<file path="src/ibcd_map.vh">
// command codes, byte fields and reset values of the bus command decoder
`ifndef IBCD_MAP_VH
`define IBCD_MAP_VH

// primary command codes (seven-bit, command mode only)
`define IBCD_CMD_GTL      7'h01
`define IBCD_CMD_SDC      7'h04
`define IBCD_CMD_PPC      7'h05
`define IBCD_CMD_GET      7'h08
`define IBCD_CMD_TCT      7'h09
`define IBCD_CMD_LLO      7'h11
`define IBCD_CMD_DCL      7'h14
`define IBCD_CMD_PPU      7'h15
`define IBCD_CMD_SPE      7'h18
`define IBCD_CMD_SPD      7'h19
`define IBCD_CMD_UNL      7'h3f
`define IBCD_CMD_UNT      7'h5f

// command byte layout
`define IBCD_CMD_MASK     7'h7f
`define IBCD_GRP_MSB      6
`define IBCD_GRP_LSB      5
`define IBCD_GRP_LISTEN   2'h1
`define IBCD_GRP_TALK     2'h2
`define IBCD_GRP_SECOND   2'h3
`define IBCD_ADDR_MSB     4

// secondary byte after parallel poll configure
`define IBCD_PPE_DIS_BIT  4
`define IBCD_PPE_SENSE    3
`define IBCD_PPE_LINE_MSB 2

// status byte: service request bit (weight 64)
`define IBCD_STB_RSV_BIT  6

// reset values
`define IBCD_BYTE_RST     8'h00
`define IBCD_CMD_RST      7'h00
`define IBCD_LINE_RST     3'h0
`define IBCD_IDLE_HIGH    8'hff

`endif
</file>
<file path="src/ibcd_decoder.v">
// ieee-488 bus command decoder, device side
`timescale 1ns/10ps
`include "ibcd_map.vh"

// Behaviour
// - atn asserted means command, else data
// - addressed commands only when addressed as listener
// - data mode bytes passed on, no meaning
// - unknown command codes ignored, flagged by a cmd_ignored pulse
// - local lockout disables local key
// - device clear resets function logic, everyone
// - parallel poll unconfigure drops poll setup
// - selected device clear for addressed listener
// - go to local for addressed listener
// - group execute trigger for addressed listener
// - parallel poll configure opens response assignment
// - take control hands controller role over
// - unlisten drops listener addressed state
// - untalk drops talker addressed state
// - service request drives srq low
// - status byte bit six flags service request
// - poll response assigned to one data line
// - atn with eoi triggers parallel poll answer
// - secondary byte: extended address or poll enable
module ibcd_decoder #(
    parameter ADDR_W      = 5,
    parameter EXT_ADDR_EN = 1'b0
) (
    input  wire              clock,
    input  wire              rst,
    input  wire [ADDR_W-1:0] my_addr,
    input  wire [ADDR_W-1:0] my_sec,
    input  wire              atn_n,
    input  wire              eoi_n,
    input  wire [7:0]        dio_n_in,
    input  wire              byte_done,
    input  wire [7:0]        stb_in,
    input  wire              svc_set,
    output wire [7:0]        dio_n_out,
    output wire [7:0]        dio_oe,
    output wire              srq_n_out,
    output wire              srq_oe,
    output wire [7:0]        rx_data,
    output wire              rx_valid,
    output wire              listen,
    output wire              talk,
    output wire              spoll_mode,
    output wire              pp_enabled,
    output wire              lockout,
    output wire              dev_clear,
    output wire              go_local,
    output wire              trigger,
    output wire              take_ctrl,
    output wire              cmd_ignored,
    output wire              stb_sent
);

    // true when byte b carries group grp and the low address bits equal a
    function addr_hit;
        input [6:0]        b;
        input [1:0]        grp;
        input [ADDR_W-1:0] a;
        begin
            addr_hit = (b[`IBCD_GRP_MSB:`IBCD_GRP_LSB] == grp) &&
                       (b[`IBCD_ADDR_MSB:0] == a);
        end
    endfunction

    reg  [6:0] cmd_r;
    reg        cmd_v_r;
    reg  [7:0] rx_data_r;
    reg        rx_valid_r;
    reg        listen_r;
    reg        talk_r;
    reg        lpend_r;
    reg        tpend_r;
    reg        ppc_pend_r;
    reg        spoll_r;
    reg        ppen_r;
    reg        ppl_sense_r;
    reg  [2:0] ppl_line_r;
    reg        lockout_r;
    reg        dev_clear_r;
    reg        go_local_r;
    reg        trigger_r;
    reg        take_ctrl_r;
    reg        cmd_ignored_r;
    reg        stb_sent_r;
    reg        rsv_r;
    reg  [7:0] dio_oe_r;
    reg  [7:0] dio_n_out_r;
    reg        srq_oe_r;
    reg        srq_n_out_r;

    wire [1:0] grp       = cmd_r[`IBCD_GRP_MSB:`IBCD_GRP_LSB];
    wire       cmd_take  = byte_done & ~atn_n;
    wire       stb_src   = atn_n & talk_r & spoll_r;
    wire       stb_taken = byte_done & stb_src;
    wire       pp_active = ~atn_n & ~eoi_n & ppen_r;
    wire [7:0] stb_byte;
    wire       ist_match = (rsv_r == ppl_sense_r);
    wire [7:0] pp_drive;

    // one line per device; several devices may share a line on the bus
    genvar gi;
    generate
        for (gi = 0; gi < 8; gi = gi + 1) begin : g_ppl
            assign pp_drive[gi] = pp_active & ist_match & (ppl_line_r == gi);
        end
    endgenerate

    // status byte: every bit from the instrument except the request bit
    generate
        for (gi = 0; gi < 8; gi = gi + 1) begin : g_stb
            if (gi == `IBCD_STB_RSV_BIT) begin : g_rsv
                assign stb_byte[gi] = rsv_r;
            end else begin : g_ins
                assign stb_byte[gi] = stb_in[gi];
            end
        end
    endgenerate

    // command latch: only bytes taken while atn is low are commands
    always @(posedge clock or posedge rst) begin
        if (rst) begin
            cmd_r   <= `IBCD_CMD_RST;
            cmd_v_r <= 1'b0;
        end else begin
            cmd_v_r <= cmd_take;
            if (cmd_take) begin
                // bus lines are active low; bit 7 carries no command meaning
                cmd_r <= ~dio_n_in[`IBCD_GRP_MSB:0] & `IBCD_CMD_MASK;
            end
        end
    end

    // data latch: data mode bytes get no command meaning, only forwarded
    always @(posedge clock or posedge rst) begin
        if (rst) begin
            rx_data_r  <= `IBCD_BYTE_RST;
            rx_valid_r <= 1'b0;
        end else begin
            // a byte this device sources as status is not echoed back as data
            rx_valid_r <= byte_done & atn_n & listen_r & ~stb_src;
            if (byte_done & atn_n) begin
                rx_data_r <= ~dio_n_in;
            end
        end
    end

    // decode stage, one cycle after the latch
    always @(posedge clock or posedge rst) begin
        if (rst) begin
            listen_r      <= 1'b0;
            talk_r        <= 1'b0;
            lpend_r       <= 1'b0;
            tpend_r       <= 1'b0;
            ppc_pend_r    <= 1'b0;
            spoll_r       <= 1'b0;
            ppen_r        <= 1'b0;
            ppl_sense_r   <= 1'b0;
            ppl_line_r    <= `IBCD_LINE_RST;
            lockout_r     <= 1'b0;
            dev_clear_r   <= 1'b0;
            go_local_r    <= 1'b0;
            trigger_r     <= 1'b0;
            take_ctrl_r   <= 1'b0;
            cmd_ignored_r <= 1'b0;
        end else begin
            dev_clear_r   <= 1'b0;
            go_local_r    <= 1'b0;
            trigger_r     <= 1'b0;
            take_ctrl_r   <= 1'b0;
            cmd_ignored_r <= 1'b0;
            if (cmd_v_r) begin
                if (grp == `IBCD_GRP_SECOND) begin
                    lpend_r <= 1'b0;
                    tpend_r <= 1'b0;
                    if (ppc_pend_r) begin
                        // poll enable or disable follows a configure
                        ppen_r      <= ~cmd_r[`IBCD_PPE_DIS_BIT];
                        ppl_sense_r <= cmd_r[`IBCD_PPE_SENSE];
                        ppl_line_r  <= cmd_r[`IBCD_PPE_LINE_MSB:0];
                    end else if (lpend_r | tpend_r) begin
                        if (cmd_r[`IBCD_ADDR_MSB:0] == my_sec) begin
                            if (lpend_r) begin
                                listen_r <= 1'b1;
                            end
                            if (tpend_r) begin
                                talk_r <= 1'b1;
                            end
                        end else if (tpend_r) begin
                            talk_r <= 1'b0;
                        end
                    end else begin
                        cmd_ignored_r <= 1'b1;
                    end
                end else begin
                    // any primary byte ends a pending secondary phase
                    ppc_pend_r <= 1'b0;
                    lpend_r    <= 1'b0;
                    tpend_r    <= 1'b0;
                    case (cmd_r)
                        `IBCD_CMD_LLO: begin
                            lockout_r <= 1'b1;
                        end
                        `IBCD_CMD_DCL: begin
                            dev_clear_r <= 1'b1;
                        end
                        `IBCD_CMD_PPU: begin
                            ppen_r <= 1'b0;
                        end
                        `IBCD_CMD_SPE: begin
                            spoll_r <= 1'b1;
                        end
                        `IBCD_CMD_SPD: begin
                            spoll_r <= 1'b0;
                        end
                        `IBCD_CMD_UNL: begin
                            listen_r <= 1'b0;
                        end
                        `IBCD_CMD_UNT: begin
                            talk_r <= 1'b0;
                        end
                        `IBCD_CMD_SDC: begin
                            dev_clear_r   <= listen_r;
                            cmd_ignored_r <= ~listen_r;
                        end
                        `IBCD_CMD_GTL: begin
                            go_local_r    <= listen_r;
                            cmd_ignored_r <= ~listen_r;
                        end
                        `IBCD_CMD_GET: begin
                            trigger_r     <= listen_r;
                            cmd_ignored_r <= ~listen_r;
                        end
                        `IBCD_CMD_PPC: begin
                            ppc_pend_r    <= listen_r;
                            cmd_ignored_r <= ~listen_r;
                        end
                        `IBCD_CMD_TCT: begin
                            take_ctrl_r   <= listen_r;
                            cmd_ignored_r <= ~listen_r;
                        end
                        default: begin
                            if (addr_hit(cmd_r, `IBCD_GRP_LISTEN, my_addr)) begin
                                if (EXT_ADDR_EN) begin
                                    lpend_r <= 1'b1;
                                end else begin
                                    listen_r <= 1'b1;
                                end
                            end else if (addr_hit(cmd_r, `IBCD_GRP_TALK, my_addr)) begin
                                if (EXT_ADDR_EN) begin
                                    tpend_r <= 1'b1;
                                end else begin
                                    talk_r <= 1'b1;
                                end
                            end else if (grp == `IBCD_GRP_TALK) begin
                                // a new talker unaddresses the old one
                                talk_r <= 1'b0;
                            end else if (grp != `IBCD_GRP_LISTEN) begin
                                cmd_ignored_r <= 1'b1;
                            end
                        end
                    endcase
                end
            end
        end
    end

    // service request: a new request in the poll cycle wins over the clear
    always @(posedge clock or posedge rst) begin
        if (rst) begin
            rsv_r <= 1'b0;
        end else begin
            rsv_r <= svc_set | (rsv_r & ~stb_taken);
        end
    end

    // acceptance of the status byte by the controller, one pulse
    always @(posedge clock or posedge rst) begin
        if (rst) begin
            stb_sent_r <= 1'b0;
        end else begin
            stb_sent_r <= stb_taken;
        end
    end

    // data line drivers; a driven line is pulled low, so oe doubles as the true level
    always @(posedge clock or posedge rst) begin
        if (rst) begin
            dio_oe_r    <= `IBCD_BYTE_RST;
            dio_n_out_r <= `IBCD_IDLE_HIGH;
        end else begin
            // parallel poll wins: atn low means no status byte may be on the lines
            if (pp_active) begin
                dio_oe_r    <= pp_drive;
                dio_n_out_r <= ~pp_drive;
            end else if (stb_src) begin
                dio_oe_r    <= stb_byte;
                dio_n_out_r <= ~stb_byte;
            end else begin
                dio_oe_r    <= `IBCD_BYTE_RST;
                dio_n_out_r <= `IBCD_IDLE_HIGH;
            end
        end
    end

    // service request line; released, it reads high through the bus pull-up
    always @(posedge clock or posedge rst) begin
        if (rst) begin
            srq_oe_r    <= 1'b0;
            srq_n_out_r <= 1'b1;
        end else begin
            srq_oe_r    <= rsv_r;
            srq_n_out_r <= ~rsv_r;
        end
    end

    assign dio_n_out   = dio_n_out_r;
    assign dio_oe      = dio_oe_r;
    assign srq_n_out   = srq_n_out_r;
    assign srq_oe      = srq_oe_r;
    assign rx_data     = rx_data_r;
    assign rx_valid    = rx_valid_r;
    assign listen      = listen_r;
    assign talk        = talk_r;
    assign spoll_mode  = spoll_r;
    assign pp_enabled  = ppen_r;
    assign lockout     = lockout_r;
    assign dev_clear   = dev_clear_r;
    assign go_local    = go_local_r;
    assign trigger     = trigger_r;
    assign take_ctrl   = take_ctrl_r;
    assign cmd_ignored = cmd_ignored_r;
    assign stb_sent    = stb_sent_r;

endmodule

</file>
<file path="config.mk">
export PLATFORM = sky130hd
export DESIGN_NAME = ibcd_decoder
export DESIGN_NICKNAME = d
export VERILOG_FILES = /design/src/ibcd_decoder.v
export VERILOG_INCLUDE_DIRS = /design/src /design/src/src
export SDC_FILE = /design/constraint.sdc
export NUM_CORES = 1
export LEC_CHECK = 0
export BUFFER_PORTS_ARGS = -buffer_cell sky130_fd_sc_hd__buf_2
export CORE_ASPECT_RATIO = 1.2
export CORE_MARGIN = 8
export CORE_UTILIZATION = 45
export DETAILED_ROUTE_END_ITERATION = 8
export GPL_TIMING_DRIVEN = 0
export PLACE_DENSITY = 0.75
export SLEW_MARGIN = 5
export SYNTH_ARGS = -nofsm -noshare
export SYNTH_HDL_FRONTEND = slang
export SYNTH_SLANG_ARGS = --single-unit
</file>
<file path="constraint.sdc">
create_clock -name clock -period 1.5 [get_ports clock]
set_input_delay 0.225 -clock clock [delete_from_list [all_inputs] [get_ports clock]]
set_output_delay 0.225 -clock clock [all_outputs]
set_load 0.05 [all_outputs]
</file>
== Word level (Yosys, flattened, before mapping) ==
Cells that the tools add are included.
Storage, ports and cells
  output and inout bits: 38
  word-level logic and storage cells: 142
  input port bits: 32
  flip-flop bits (word level): 52
Operators by class
  mux-type cells: 37
  reduce and logical (&&, ||, !) cells: 18
  bitwise gates (word level): 32
  equality and inequality tests: 32
Operators by type and width (count)
  7-bit by 5-bit == test with 1-bit output, second input constant: 5
  8-bit two-way mux: 4
  1-bit two-way mux: 28
  8-bit NOT: 3
  11-bit OR reduction: 2
  1-bit AND: 19
  7-bit by 3-bit == test with 1-bit output, second input constant: 2
  7-bit by 4-bit == test with 1-bit output, second input constant: 2
  3-bit == test, second input constant: 4
  3-bit AND reduction: 4
  6-bit AND reduction: 2
  5-bit == test: 2
  1-bit case mux with 2 select lines: 5
  2-bit by 1-bit != test with 1-bit output, second input constant: 4
  1-bit NOT: 8
  7-bit by 1-bit == test with 1-bit output, second input constant: 1
  7-bit by 6-bit == test with 1-bit output, second input constant: 1
  7-bit == test, second input constant: 1
  7-bit NOT: 1
  7-bit OR reduction: 1
  3-bit by 2-bit == test with 1-bit output, second input constant: 2
  5-bit OR reduction: 1
  2-bit == test, second input constant: 2
  2-bit != test, second input constant: 2
  other kinds (11): 13

== Depth between registers and ports, before layout ==
Gate-level depths: netlist (run 1).
  depth in word-level cells: 8
  gate-level depth with buffers: 6
  depth with buffers taken out: 6

== Least setup slack after synthesis (run 1) ==
No wires, ideal clock.
  path type: register to register
  from: register cmd_r[6]
  to: register trigger_r, in the netlist trigger
  stages on the path, launching flop included: 7
  arrival: 1.459 ns
  clock period less this slack: 1.554 ns
  path slack: -0.054 ns
  library setup time: 0.095 ns
  buffers on the path: 0
  data required time: 1.405 ns
  cell sequence: dfrtp_1 -> ha_1 -> and2b_2 -> nand2_1 -> nor2_1 -> nand2_1 -> nor4b_2
On the way
  longest elaborated chain between the ends: 4
  elaborated cells on any way between the ends: 5
  classes of those cells: eq/ne: 2; mux: 3
Ends and longest elaborated chain
  start: declaration: RTL line ibcd_decoder.v:69  | reg [6:0] cmd_r;
  start signal: assignment: RTL line ibcd_decoder.v:126  | cmd_r <= `IBCD_CMD_RST;
  start signal: assignment: RTL line ibcd_decoder.v:132  | cmd_r <= ~dio_n_in[`IBCD_GRP_MSB:0] & `IBCD_CMD_MASK;
  7-bit by 4-bit == test with 1-bit output: RTL line ibcd_decoder.v:203  | case (cmd_r)
  1-bit two-way mux: RTL line ibcd_decoder.v:203
  1-bit two-way mux (*): RTL line ibcd_decoder.v:176  | if (grp == `IBCD_GRP_SECOND) begin
  1-bit two-way mux (*): RTL line ibcd_decoder.v:175  | if (cmd_v_r) begin
  end signal: assignment: RTL line ibcd_decoder.v:234  | trigger_r <= listen_r;
  end: declaration: RTL line ibcd_decoder.v:85  | reg trigger_r;
Every way passes the cells marked *; elsewhere a longest branch is shown, timed or not.
A chain may end at the register's enable or synchronous reset.

== Worst setup path after layout (run 1) ==
  from: register cmd_r[5]
  to: register ppen_r, in the netlist pp_enabled
On the way
  longest elaborated chain between the ends: 3
  elaborated cells on any way between the ends: 6
  classes of those cells: eq/ne: 3; mux: 1; reduce/logical: 2
Ends and longest elaborated chain
  7-bit by 5-bit == test with 1-bit output / 2-bit == test (equally long branches)
  2-bit nonzero test (no source line) / 2-bit != test (equally long branches)
  3-bit AND reduction (no source line)
  end signal: assignment: RTL line ibcd_decoder.v:181  | ppen_r <= ~cmd_r[`IBCD_PPE_DIS_BIT];
  end: declaration: RTL line ibcd_decoder.v:79  | reg ppen_r;
Several ways; a longest one is shown, not always the timed one.

==> results of run 1 <==
## Yosys cell counts (all sizes together) (3+ instances only)
cell	count	area, um2
buf	4	32.5
nor3	5	30.0
a22oi	6	45.0
mux2	4	45.0
nor2	12	45.0
a22o	3	26.3
nand2	27	101
o21ai	18	90.1
clkbuf	3	11.3
inv	11	41.3
nand3	3	15.0
dfstp	9	236
dfrtp	43	1080
xor2	4	35.0
ha	3	37.5
## cell type report
type | instances | area [um2]
Clock inverter | 2 | 38.8
Sequential cell | 52 | 1320
Buffer | 5 | 21.3
Tap cell | 58 | 72.6
Multi-Input combinational cell | 120 | 845
Clock buffer | 6 | 82.6
Fill cell | 404 | 1720
Inverter | 11 | 47.5
Timing Repair Buffer | 80 | 454
## power by group
part	switching, W	leakage [nW]	internal (W)
clock network	0.000461	0.0614	0.000546
registers	0.000106	0.652	0.00153
logic	0.000653	0.688	0.000296
## per-layer routing
layer  vias to the layer above  routed length, um  global-route usage (%)
met3                        10                528                    5.96
li1                        833                  -                       -
met2                        68               2530                    24.3
met1                       815               2110                    16.3
met4                         0                 81                    5.57
met5                         -                  0                       0
## path summary, 6_finish.rpt
kind                       slack, ns      endpoint  cells past startpoint
max reg2reg                    -0.04    pp_enabled                      6
max in group asynchronous       0.73      cmd_r[5]                      2
min in group asynchronous       0.14    rx_data[2]                      2
min reg2reg                     0.47        srq_oe                      0
min                             0.07  dio_n_out[3]                      2
max                            -0.04    pp_enabled                      6
## kinds of logic after synthesis
family	Yosys count	share of synthesized area, %
adder cells (fa/ha/maj)	3	1.75
multiplexers	4	2.10
AO/OA/AOI/OAI	45	14.4
XOR/XNOR	6	2.45
buffers and inverters	18	3.96
AND/OR/NAND/NOR	62	14.3
flip-flops	52	61.1
## metrics by stage
step | hold WS [ns] | utilization, % | setup WS (ns) | std cells | power (W)
after floorplan | 0.274 | - | -0.000995 | 190 | 0.00225
after global placement | 0.394 | 55.4 | -0.178 | 311 | 0.00247
after global routing | 0.0693 | 62.6 | -0.116 | 334 | 0.00375
final | 0.0697 | 62.6 | -0.0384 | 334 | 0.00359
after CTS | 0.0622 | 61.7 | -0.0290 | 334 | 0.00360
after detailed placement | 0.401 | 55.4 | -0.220 | 311 | 0.00249
## timing repair
action | 4_1_cts | 5_1_grt
pin swaps | 10 | 14
setup buffers | 15 | 2
gates resized for setup | 14 | 13
setup endpoints to repair | 9 | 14
## registers in the layout, summed over array words and instances, names as in the netlist
name	count
dio_n_out	8
dio_oe	8
rx_data	8
cmd_r	7
ppl_line_r	3
cmd_ignored	1
cmd_v_r	1
dev_clear	1
go_local	1
listen	1
lockout	1
pp_enabled	1
ppc_pend_r	1
ppl_sense_r	1
rsv_r	1
rx_valid	1
spoll_mode	1
srq_n_out	1
srq_oe	1
stb_sent	1
take_ctrl	1
talk	1
trigger	1
## worst max-delay path, stage by stage, from the launching register on
cell and delay, ns:
dfrtp_2 0.45, ha_4 0.17, and2b_2 0.26, buf_4 0.13, nand4b_1 0.12, o211ai_1 0.19
o21ai_1 0.10
==> out/qor.csv, run 1 <==
stage;metric;value;unit
logic_synthesis;Netlist cell types;44;
min_path;Min-Delay Path Class;primary input to register;
logic_synthesis;cell area after synthesis;2150;um2
route;post-DR wirelength/cell;15.7;um
final_layout;fin area;2880;um2
sta;Tcrit/Tclk final;103;%
die;die area;7250;um2
setup_path;Worst setup SP type;register;
grt;antenna violations before repair;0;
route;DRT Wirelength;5250;um
sta;final hold violation count;0;
grt;vias in the first global route;1833;
cts;CTS clk-pin slew, worst paths;0.09;ns
logic_synthesis;Top FF cell, synth;dfrtp_1;
sta;count of pins over their slew limit;0;
place;cell area after placement;2540;um2
route;DR vias;1726;
grt;grt total ovfl;0;
setup_path;Critical R2R Launch;cmd_r[5];
pwr;Worst VDD drop;0.000762;V
die;initial core utilization;46.8;%
sta;final worst slack;-0.0384;ns
logic_synthesis;EDFF count, synth;0;
sta;Tmin final;1.54;ns
pwr;leakage power;1.40;nW
route;# DRC;0;
sta;slew margin rel.;29.3;%
sta;worst-margin pin slew;1.06;ns
min_path;HP Start;stb_in[3];
setup_path;Worst setup EP type;register;
cts;clk root buf;clkbuf_8;
sta;fmax;650;MHz
place;IO buf count;63;
setup_path;crit path max fanout;4;
die;Core Area;4590;um2
route;Antenna Violating Nets Remaining;0;
pwr;pwr dens;1250;nW/um2
cts;TritonCTS clock tree;built;
sta;RSZ-0062 raised after global routing;yes;
cts;Inserted Clock Buffers;5;
cts;Worst-Skew Late Latency;0.31;ns
cts;CTS hold repair buffers;0;
die;die height;91.7;um
cts;CTS max path bufs;2;
final_layout;final net count;310;
setup_path;worst setup path class;register to register;
final_layout;share of cells above drive strength 1;45.7;%
setup_path;WP data required;1.69;ns
logic_synthesis;ys async rst share;100;%
grt;GRT Util Overall;14.6;%
cts;CTS HTree Levels;2;
sta;post-route setup TNS;-0.0719;ns
route;DR vias/cell;5.17;
sta;endpoints failing setup;4;
setup_path;Crit path arrival time;1.73;ns
die;num rows;27;
final_layout;P&R area growth vs syn;34.0;%
logic_synthesis;syn_nets;225;
cts;CTS sink cnt;52;
logic_synthesis;flops & latches, synth;52;
logic_synthesis;number of standard cells after synthesis;190;
run_status;failing checks;negative setup slack;
place;gp weighted congestion;0.771;
sta;clk_skew;0.00679;ns
route;Initial DRC Count;105;
route;total iterations of the first detailed-routing run;4;
grt;largest net degree at the start of global routing;53;
logic_synthesis;Syn. warnings;0;
place;Post-DP HPWL;3610;um
logic_synthesis;sequential element share of the synthesized area;61.1;%
flow_run;max_cap viols;0;
die;Die X;79.1;um
logic_synthesis;Avg Cell Area, Syn;11.3;um2
setup_path;Setup crit start;cmd_r[5];
grt;global-route wire length before repair;8540;um
run_status;outcome;finished with violations;
final_layout;most frequent cells in the layout;buf_2, dfrtp_1, nand2_1;
die;io pins;70;
final_layout;most common library cell in the layout ignoring fill and taps;buf_2;
final_layout;# diodes;0;
Note: power is estimated with default switching activity, not from simulation.
==> inputs of run 2 (changes only) <==
--- a/config.mk
+++ b/config.mk
@@ -9,10 +9,9 @@
 export BUFFER_PORTS_ARGS = -buffer_cell sky130_fd_sc_hd__buf_2
 export CORE_ASPECT_RATIO = 1.2
 export CORE_MARGIN = 8
-export CORE_UTILIZATION = 45
+export CORE_UTILIZATION = 25
 export DETAILED_ROUTE_END_ITERATION = 8
 export GPL_TIMING_DRIVEN = 0
-export PLACE_DENSITY = 0.75
 export SLEW_MARGIN = 5
 export SYNTH_ARGS = -nofsm -noshare
 export SYNTH_HDL_FRONTEND = slang
==> constraint.sdc (replaced) <==
create_clock -name clock -period 1.6 [get_ports clock]
set_input_delay 0.24 -clock clock [delete_from_list [all_inputs] [get_ports clock]]
set_output_delay 0.24 -clock clock [all_outputs]
set_load 0.05 [all_outputs]
==> run 2 against run 1 <==
  * The flow now finishes without violations
  * Final area is 1.5% lower
  * Clock-buffer cell count fell by 1
  * Critical path type unchanged
  * Die area rose by 63%
  * Sequential cell count unchanged
  * Core utilization decreased by 29 points
  * Highest routed layer unchanged
  * First-iteration DRC count shrank 33%
  * Via count fell by 0.81%
  * Worst hold slack gained 0.0063 ns
  * Clock skew is 0.0093 ns higher
  * Sequential share of layout area increased by 0.69 points
  * Critical endpoint is now spoll_mode
  * Worst setup slack better by 0.11 ns
  * Critical path depth rose by 1
  * Largest cell class unchanged
==> out/qor.csv, run 2 (synthesized netlist as in run 1, its figures left out) <==
stage;metric;value;unit;change
run_status;outcome;complete, no violations;;was finished with violations
setup_path;Buf+Inv Stages, Crit Path;1;;unchanged
die;initial core utilization;25.4;%;was 46.8%
sta;Tmin final;1.53;ns;was 1.54 ns
grt;GRT Util Overall;9.33;%;was 14.6%
grt;vias in the first global route;1738;;was 1833
setup_path;Crit path arrival time;1.75;ns;was 1.73 ns
sta;endpoints failing setup;0;;was 4
pwr;Overall Power;0.00311;W;was 0.00359 W
cts;Inserted Clock Buffers;5;;unchanged
cts;CTS HTree Levels;2;;unchanged
cts;CTS clk-pin slew, worst paths;0.10;ns;was 0.09 ns
final_layout;register area;1320;um2;unchanged
die;die area;11800;um2;was 7250 um2
pwr;pwr dens;1100;nW/um2;was 1250 nW/um2
route;Antenna Violating Nets Remaining;0;;unchanged
cts;CTS sink cnt;52;;unchanged
sta;post-route setup TNS;0;ns;was -0.0719 ns
setup_path;crit path max fanout;4;;unchanged
route;total iterations of the first detailed-routing run;4;;unchanged
die;io pins;70;;unchanged
route;post-DR wirelength/cell;14.0;um;was 15.7 um
route;# DRC;0;;unchanged
final_layout;fin util;33.5;%;was 62.6%
setup_path;Worst setup SP type;register;;unchanged
sta;count of pins over their slew limit;0;;unchanged
route;Initial DRC Count;70;;was 105
sta;slew margin rel.;69.3;%;was 29.3%
grt;global-route wire length before repair;8760;um;was 8540 um
min_path;Min-Delay Path Class;primary input to register;;unchanged
setup_path;WP data required;1.82;ns;was 1.69 ns
setup_path;worst setup path class;register to register;;unchanged
route;DR vias;1712;;was 1726
cts;TritonCTS clock tree;built;;unchanged
die;die height;118;um;was 91.7 um
setup_path;cell family contributing the most delay on the critical path;flip-flops;;unchanged
final_layout;most frequent cells in the layout;buf_2, dfrtp_1, nand2_1;;unchanged
sta;fmax;654;MHz;was 650 MHz
sta;clk_skew;0.0161;ns;was 0.00679 ns
die;Core Area;8470;um2;was 4590 um2
grt;antenna violations before repair;0;;unchanged
sta;Tcrit/Tclk final;95.5;%;was 103%
final_layout;# diodes;0;;unchanged
setup_path;max incr delay on CP;0.45;ns;about the same
final_layout;P&R area growth vs syn;32.0;%;was 34.0%
place;IO buf count;63;;unchanged
min_path;hold depth;2;;unchanged
cts;clk root buf;clkbuf_8;;unchanged
route;DR vias/cell;4.40;;was 5.17
route;DRT Wirelength;5440;um;was 5250 um
final_layout;most common library cell in the layout ignoring fill and taps;buf_2;;unchanged
die;num rows;37;;was 27
setup_path;Worst setup EP type;register;;unchanged
final_layout;final net count;306;;was 310
sta;final hold violation count;0;;unchanged
grt;largest net degree at the start of global routing;37;;was 53
place;dpl ws;-0.184;ns;was -0.220 ns
setup_path;FF-to-FF path depth;7;;was 6
pwr;Worst VDD drop;0.000478;V;was 0.000762 V
grt;grt total ovfl;0;;unchanged
setup_path;WP depth;7;;was 6
final_layout;fillers;876;;was 404
place;gp weighted congestion;0.793;;was 0.771
die;Die X;101;um;was 79.1 um
cts;Worst-Skew Late Latency;0.31;ns;about the same
sta;final worst slack;0.0714;ns;was -0.0384 ns
final_layout;share of cells above drive strength 1;40.8;%;was 45.7%
pwr;leakage power;1.37;nW;was 1.40 nW
setup_path;worst path cell trace;ha_4, and2b_2, nand2_2, nor2_2, buf_4, a31oi_1, a41oi_1;;was ha_4, and2b_2, buf_4, nand4b_1, o211ai_1, o21ai_1
place;Post-DP HPWL;4080;um;was 3610 um
cts;CTS max path bufs;2;;unchanged
final_layout;multi-input logic area;777;um2;was 845 um2
setup_path;CP max stage cell;dfrtp_2;;unchanged
flow_run;max_cap viols;0;;unchanged
sta;worst-margin pin slew;0.457;ns;was 1.06 ns
-- run 2: cell types whose count changed in the layout (fill, tap and decap cells not counted), sizes merged --
cell	previous run	this run
dlygate4sd3	0	1
buf	82	77
bufinv	1	0
clkbuf	9	8
inv	10	12
-- run 2: worst paths after layout --
kind	startpoint	end	slack, ns
hold reg to reg	rsv_r	srq_oe	0.48
hold / removal	stb_in[3]	dio_n_out[3]	0.08
max in group asynchronous	rst	dio_n_out[2]	0.57
setup reg to reg	cmd_r[6]	spoll_mode	0.07
min in group asynchronous	rst	cmd_r[4]	0.45
setup / recovery	cmd_r[6]	spoll_mode	0.07
-- run 2: what timing repair did --
action,CTS,global route
resized for setup,4,7
pin swaps,0,5
hold buffers,1,0
endpoints found under the setup margin,6,12
endpoints found under the hold margin,16,0
buffers inserted,4,5
-- run 2: area by class of cell --
type                       instances  area share (%)
clock inverter                     3           0.750
timing repair buffer              74            14.8
clock buffer                       5            2.43
tap                              117            5.16
inverter                          11            1.46
multi-input combinational        120            27.4
buffer                             7            1.54
sequential                        52            46.4
-- run 2: per-stage QoR --
step | cells | cell area (um2) | hold slack (ns)
floorplan | 190 | 2150 | 0.289
global placement | 370 | 2610 | 0.390
detailed placement | 371 | 2630 | 0.255
CTS | 384 | 2770 | 0.0677
global route | 389 | 2840 | 0.0628
finish | 389 | 2840 | 0.0760
-- run 2: power by group --
| part | switching [W] | total, W | internal (W) |
|---|---|---|---|
| registers | 0.0000893 | 0.00152 | 0.00144 |
| logic | 0.000588 | 0.000836 | 0.000248 |
| clock network | 0.000440 | 0.000751 | 0.000311 |
| total | 0.00112 | 0.00311 | 0.00199 |
-- run 2: routing by layer --
layer / track usage [%] / part of all wire (%) / up-vias / wire length [um]
met1: 11.4 / 43 / 820 / 2370
met2: 14.3 / 47 / 62 / 2570
met5: 0 / 0 / - / 0
met3: 3.67 / 7.9 / 5 / 432
met4: 3.60 / 1.4 / 0 / 75
li1: - / - / 825 / -
==> inputs of run 3 (changes only) <==
--- a/config.mk
+++ b/config.mk
@@ -10,6 +10,7 @@
 export CORE_ASPECT_RATIO = 1.2
 export CORE_MARGIN = 8
 export CORE_UTILIZATION = 25
+export CTS_CLUSTER_DIAMETER = 50
 export DETAILED_ROUTE_END_ITERATION = 8
 export GPL_TIMING_DRIVEN = 0
 export SLEW_MARGIN = 5
==> constraint.sdc (replaced) <==
create_clock -name clock -period 1.6 [get_ports clock]
set_input_delay 0.24 -clock clock [delete_from_list [all_inputs] [get_ports clock]]
set_output_delay 0.24 -clock clock [all_outputs]
set_load 0.1 [all_outputs]
==> run 3 against run 2 <==
  * Final area is 1.2% lower
  * Sequential cell count stayed put
  * Core utilization is 0.40 points lower
  * Largest cell class unchanged
  * Total power is 9.9% higher
==> out/qor.csv, run 3 (synthesized netlist as in run 1, its figures left out) <==
stage;metric;value;unit;change
final_layout;fillers;881;;was 876
sta;Tmin final;1.52;ns;was 1.53 ns
setup_path;WP data required;1.79;ns;was 1.82 ns
cts;CTS clk-pin slew, worst paths;0.09;ns;was 0.10 ns
pwr;Internal Power;0.00198;W;was 0.00199 W
sta;final worst slack;0.0782;ns;was 0.0714 ns
route;Top Metal Used;met4;;unchanged
grt;grt total ovfl;0;;unchanged
die;Core Area;8470;um2;unchanged
route;Metal-1 WL;2420;um;was 2370 um
setup_path;FF-to-FF path depth;6;;was 7
final_layout;share of cells above drive strength 1;41.2;%;was 40.8%
grt;largest net degree at the start of global routing;37;;unchanged
pwr;combinational power share;34.1;%;was 26.9%
cts;clk root buf;clkbuf_8;;unchanged
setup_path;crit path max fanout;5;;was 4
pwr;Overall Power;0.00342;W;was 0.00311 W
sta;fmax;657;MHz;was 654 MHz
pwr;sequential share of power;44.6;%;was 49.0%
place;IO buf count;63;;unchanged
sta;slew margin rel.;66.4;%;was 69.3%
sta;endpoints failing setup;0;;unchanged
route;routed wl met3;401;um;was 432 um
sta;WHS;0.0838;ns;was 0.0760 ns
die;Die X;101;um;unchanged
setup_path;Setup crit start;cmd_r[5];;was cmd_r[6]
die;die height;118;um;unchanged
place;dpl ws;-0.189;ns;was -0.184 ns
cts;Worst-Skew Late Latency;0.30;ns;was 0.31 ns
pwr;sw frac;42.0;%;was 35.9%
die;io pins;70;;unchanged
pwr;leakage power;1.33;nW;was 1.37 nW
route;DR vias;1676;;was 1712
pwr;pwr dens;1220;nW/um2;was 1100 nW/um2
route;Antenna Violating Nets Remaining;0;;unchanged
final_layout;most common library cell in the layout ignoring fill and taps;buf_2;;unchanged
sta;Tcrit/Tclk final;95.1;%;was 95.5%
die;num rows;37;;unchanged
die;initial core utilization;25.4;%;unchanged
setup_path;R2R setup slack;0.08;ns;was 0.07 ns
route;DRT Wirelength;5310;um;was 5440 um
sta;clk_skew;0.0105;ns;was 0.0161 ns
pwr;Worst VDD drop;0.000513;V;was 0.000478 V
die;die area;11800;um2;unchanged
final_layout;final net count;301;;was 306
setup_path;Worst setup EP type;register;;unchanged
cts;CTS sink cnt;52;;unchanged
setup_path;Crit path arrival time;1.71;ns;was 1.75 ns
sta;worst-margin pin slew;0.508;ns;was 0.457 ns
grt;vias in the first global route;1728;;was 1738
final_layout;most frequent cells in the layout;buf_2, dfrtp_1, nand2_1;;unchanged
sta;count of pins over their slew limit;0;;unchanged
route;total iterations of the first detailed-routing run;4;;unchanged
setup_path;Critical R2R Launch;cmd_r[5];;was cmd_r[6]
sta;RSZ-0062 raised after global routing;yes;;
final_layout;# diodes;0;;unchanged
route;post-DR wirelength/cell;13.8;um;was 14.0 um
cts;Inserted Clock Buffers;5;;unchanged
setup_path;Worst setup SP type;register;;unchanged
cts;TritonCTS clock tree;built;;unchanged
setup_path;Worst R2R End;talk;;was spoll_mode
cts;CTS max path bufs;2;;unchanged
place;Post-DP HPWL;4090;um;was 4080 um
pwr;switching pwr;0.00143;W;was 0.00112 W
grt;antenna violations before repair;0;;unchanged
grt;global-route wire length before repair;8630;um;was 8760 um
route;DR vias/cell;4.36;;was 4.40
setup_path;worst setup path class;register to register;;unchanged
cts;CTS HTree Levels;2;;unchanged
setup_path;worst setup path endpoint;talk;;was spoll_mode
route;Initial DRC Count;41;;was 70
setup_path;CP max stage cell;dfrtp_2;;unchanged
sta;final hold violation count;0;;unchanged
flow_run;max_cap viols;0;;unchanged
grt;GRT Util Overall;9.21;%;was 9.33%
route;met2 WL;2400;um;was 2570 um
final_layout;P&R area growth vs syn;30.4;%;was 32.0%
pwr;Clock Power Share;21.3;%;was 24.1%
place;gp weighted congestion;0.842;;was 0.793
route;# DRC;0;;unchanged
run_status;outcome;complete, no violations;;unchanged
setup_path;worst path cell trace;ha_4, and2b_2, buf_4, and3b_1, a32oi_1, o21ai_1;;was ha_4, and2b_2, nand2_2, nor2_2, buf_4, a31oi_1, a41oi_1
min_path;Min-Delay Path Class;primary input to register;;unchanged
setup_path;max incr delay on CP;0.40;ns;was 0.45 ns
run 3: worst max-delay path: cells and delay by family, from the launching register on:
| kind | cells | cell delay, ns |
|---|---|---|
| flops | 1 | 0.40 |
| simple gates | 2 | 0.42 |
| buf+inv | 1 | 0.15 |
| compound gates | 2 | 0.27 |
| fa+ha+maj | 1 | 0.16 |
run 3: cell type report:
cell class	instances	area, um2	share of cell area [%]
well taps	117	146	5.23
flip-flops and latches	52	1320	47.1
clock buffers	6	72.6	2.59
clock inverters	2	12.5	0.447
repair buffers	69	375	13.4
plain buffers	7	43.8	1.56
multi-input cells	120	790	28.2
inverters	11	41.3	1.47
run 3: how the worst min path moves through the flow:
stage / from / to / slack [ns] / depth (start not counted)
finish: stb_in[3] / dio_n_out[3] / 0.08 / 2
global route: stb_in[3] / dio_n_out[3] / 0.07 / 2
CTS: stb_in[3] / dio_n_out[3] / 0.08 / 2
detailed placement: rst / rsv_r / 0.24 / 2
global placement: stb_in[3] / dio_n_out[3] / 0.39 / 2
floorplan: stb_in[3] / dio_n_out[3] / 0.29 / 1
run 3: per-stage QoR:
step | setup TNS, ns | cells | instance area, um2 | util, %
after floorplan | 0 | 190 | 2150 | -
after global placement | -25.81 | 370 | 2610 | 30.9
after detailed placement | -0.523 | 371 | 2630 | 31.1
after CTS | 0 | 383 | 2760 | 32.6
after global routing | -0.0712 | 384 | 2800 | 33.1
final | 0 | 384 | 2800 | 33.1
run 3: routing by layer:
metal | track usage [%] | vias to the layer above
met1 | 11.9 | 791
met3 | 3.55 | 7
li1 | - | 818
met2 | 13.4 | 60
met4 | 3.51 | 0
met5 | 0 | -
run 3: timing repair:
item                                    in CTS  in global routing
pin swaps                                    1                  4
endpoints found under the hold margin        9                  0
hold buffers                                 1                  0
resized for setup                            4                  8
endpoints found under the setup margin       6                 10
setup buffers                                3                  1
gates cloned                                 0                  0
run 3: power groups by stage:
stage	clock network, W	logic [W]	registers, W
after CTS	0.000759	0.00116	0.00152
final	0.000727	0.00117	0.00153
after global placement	0	0.00111	0.00155
after global routing	0.000805	0.00124	0.00154
after detailed placement	0	0.00113	0.00156
after floorplan	0	0.000267	0.00218
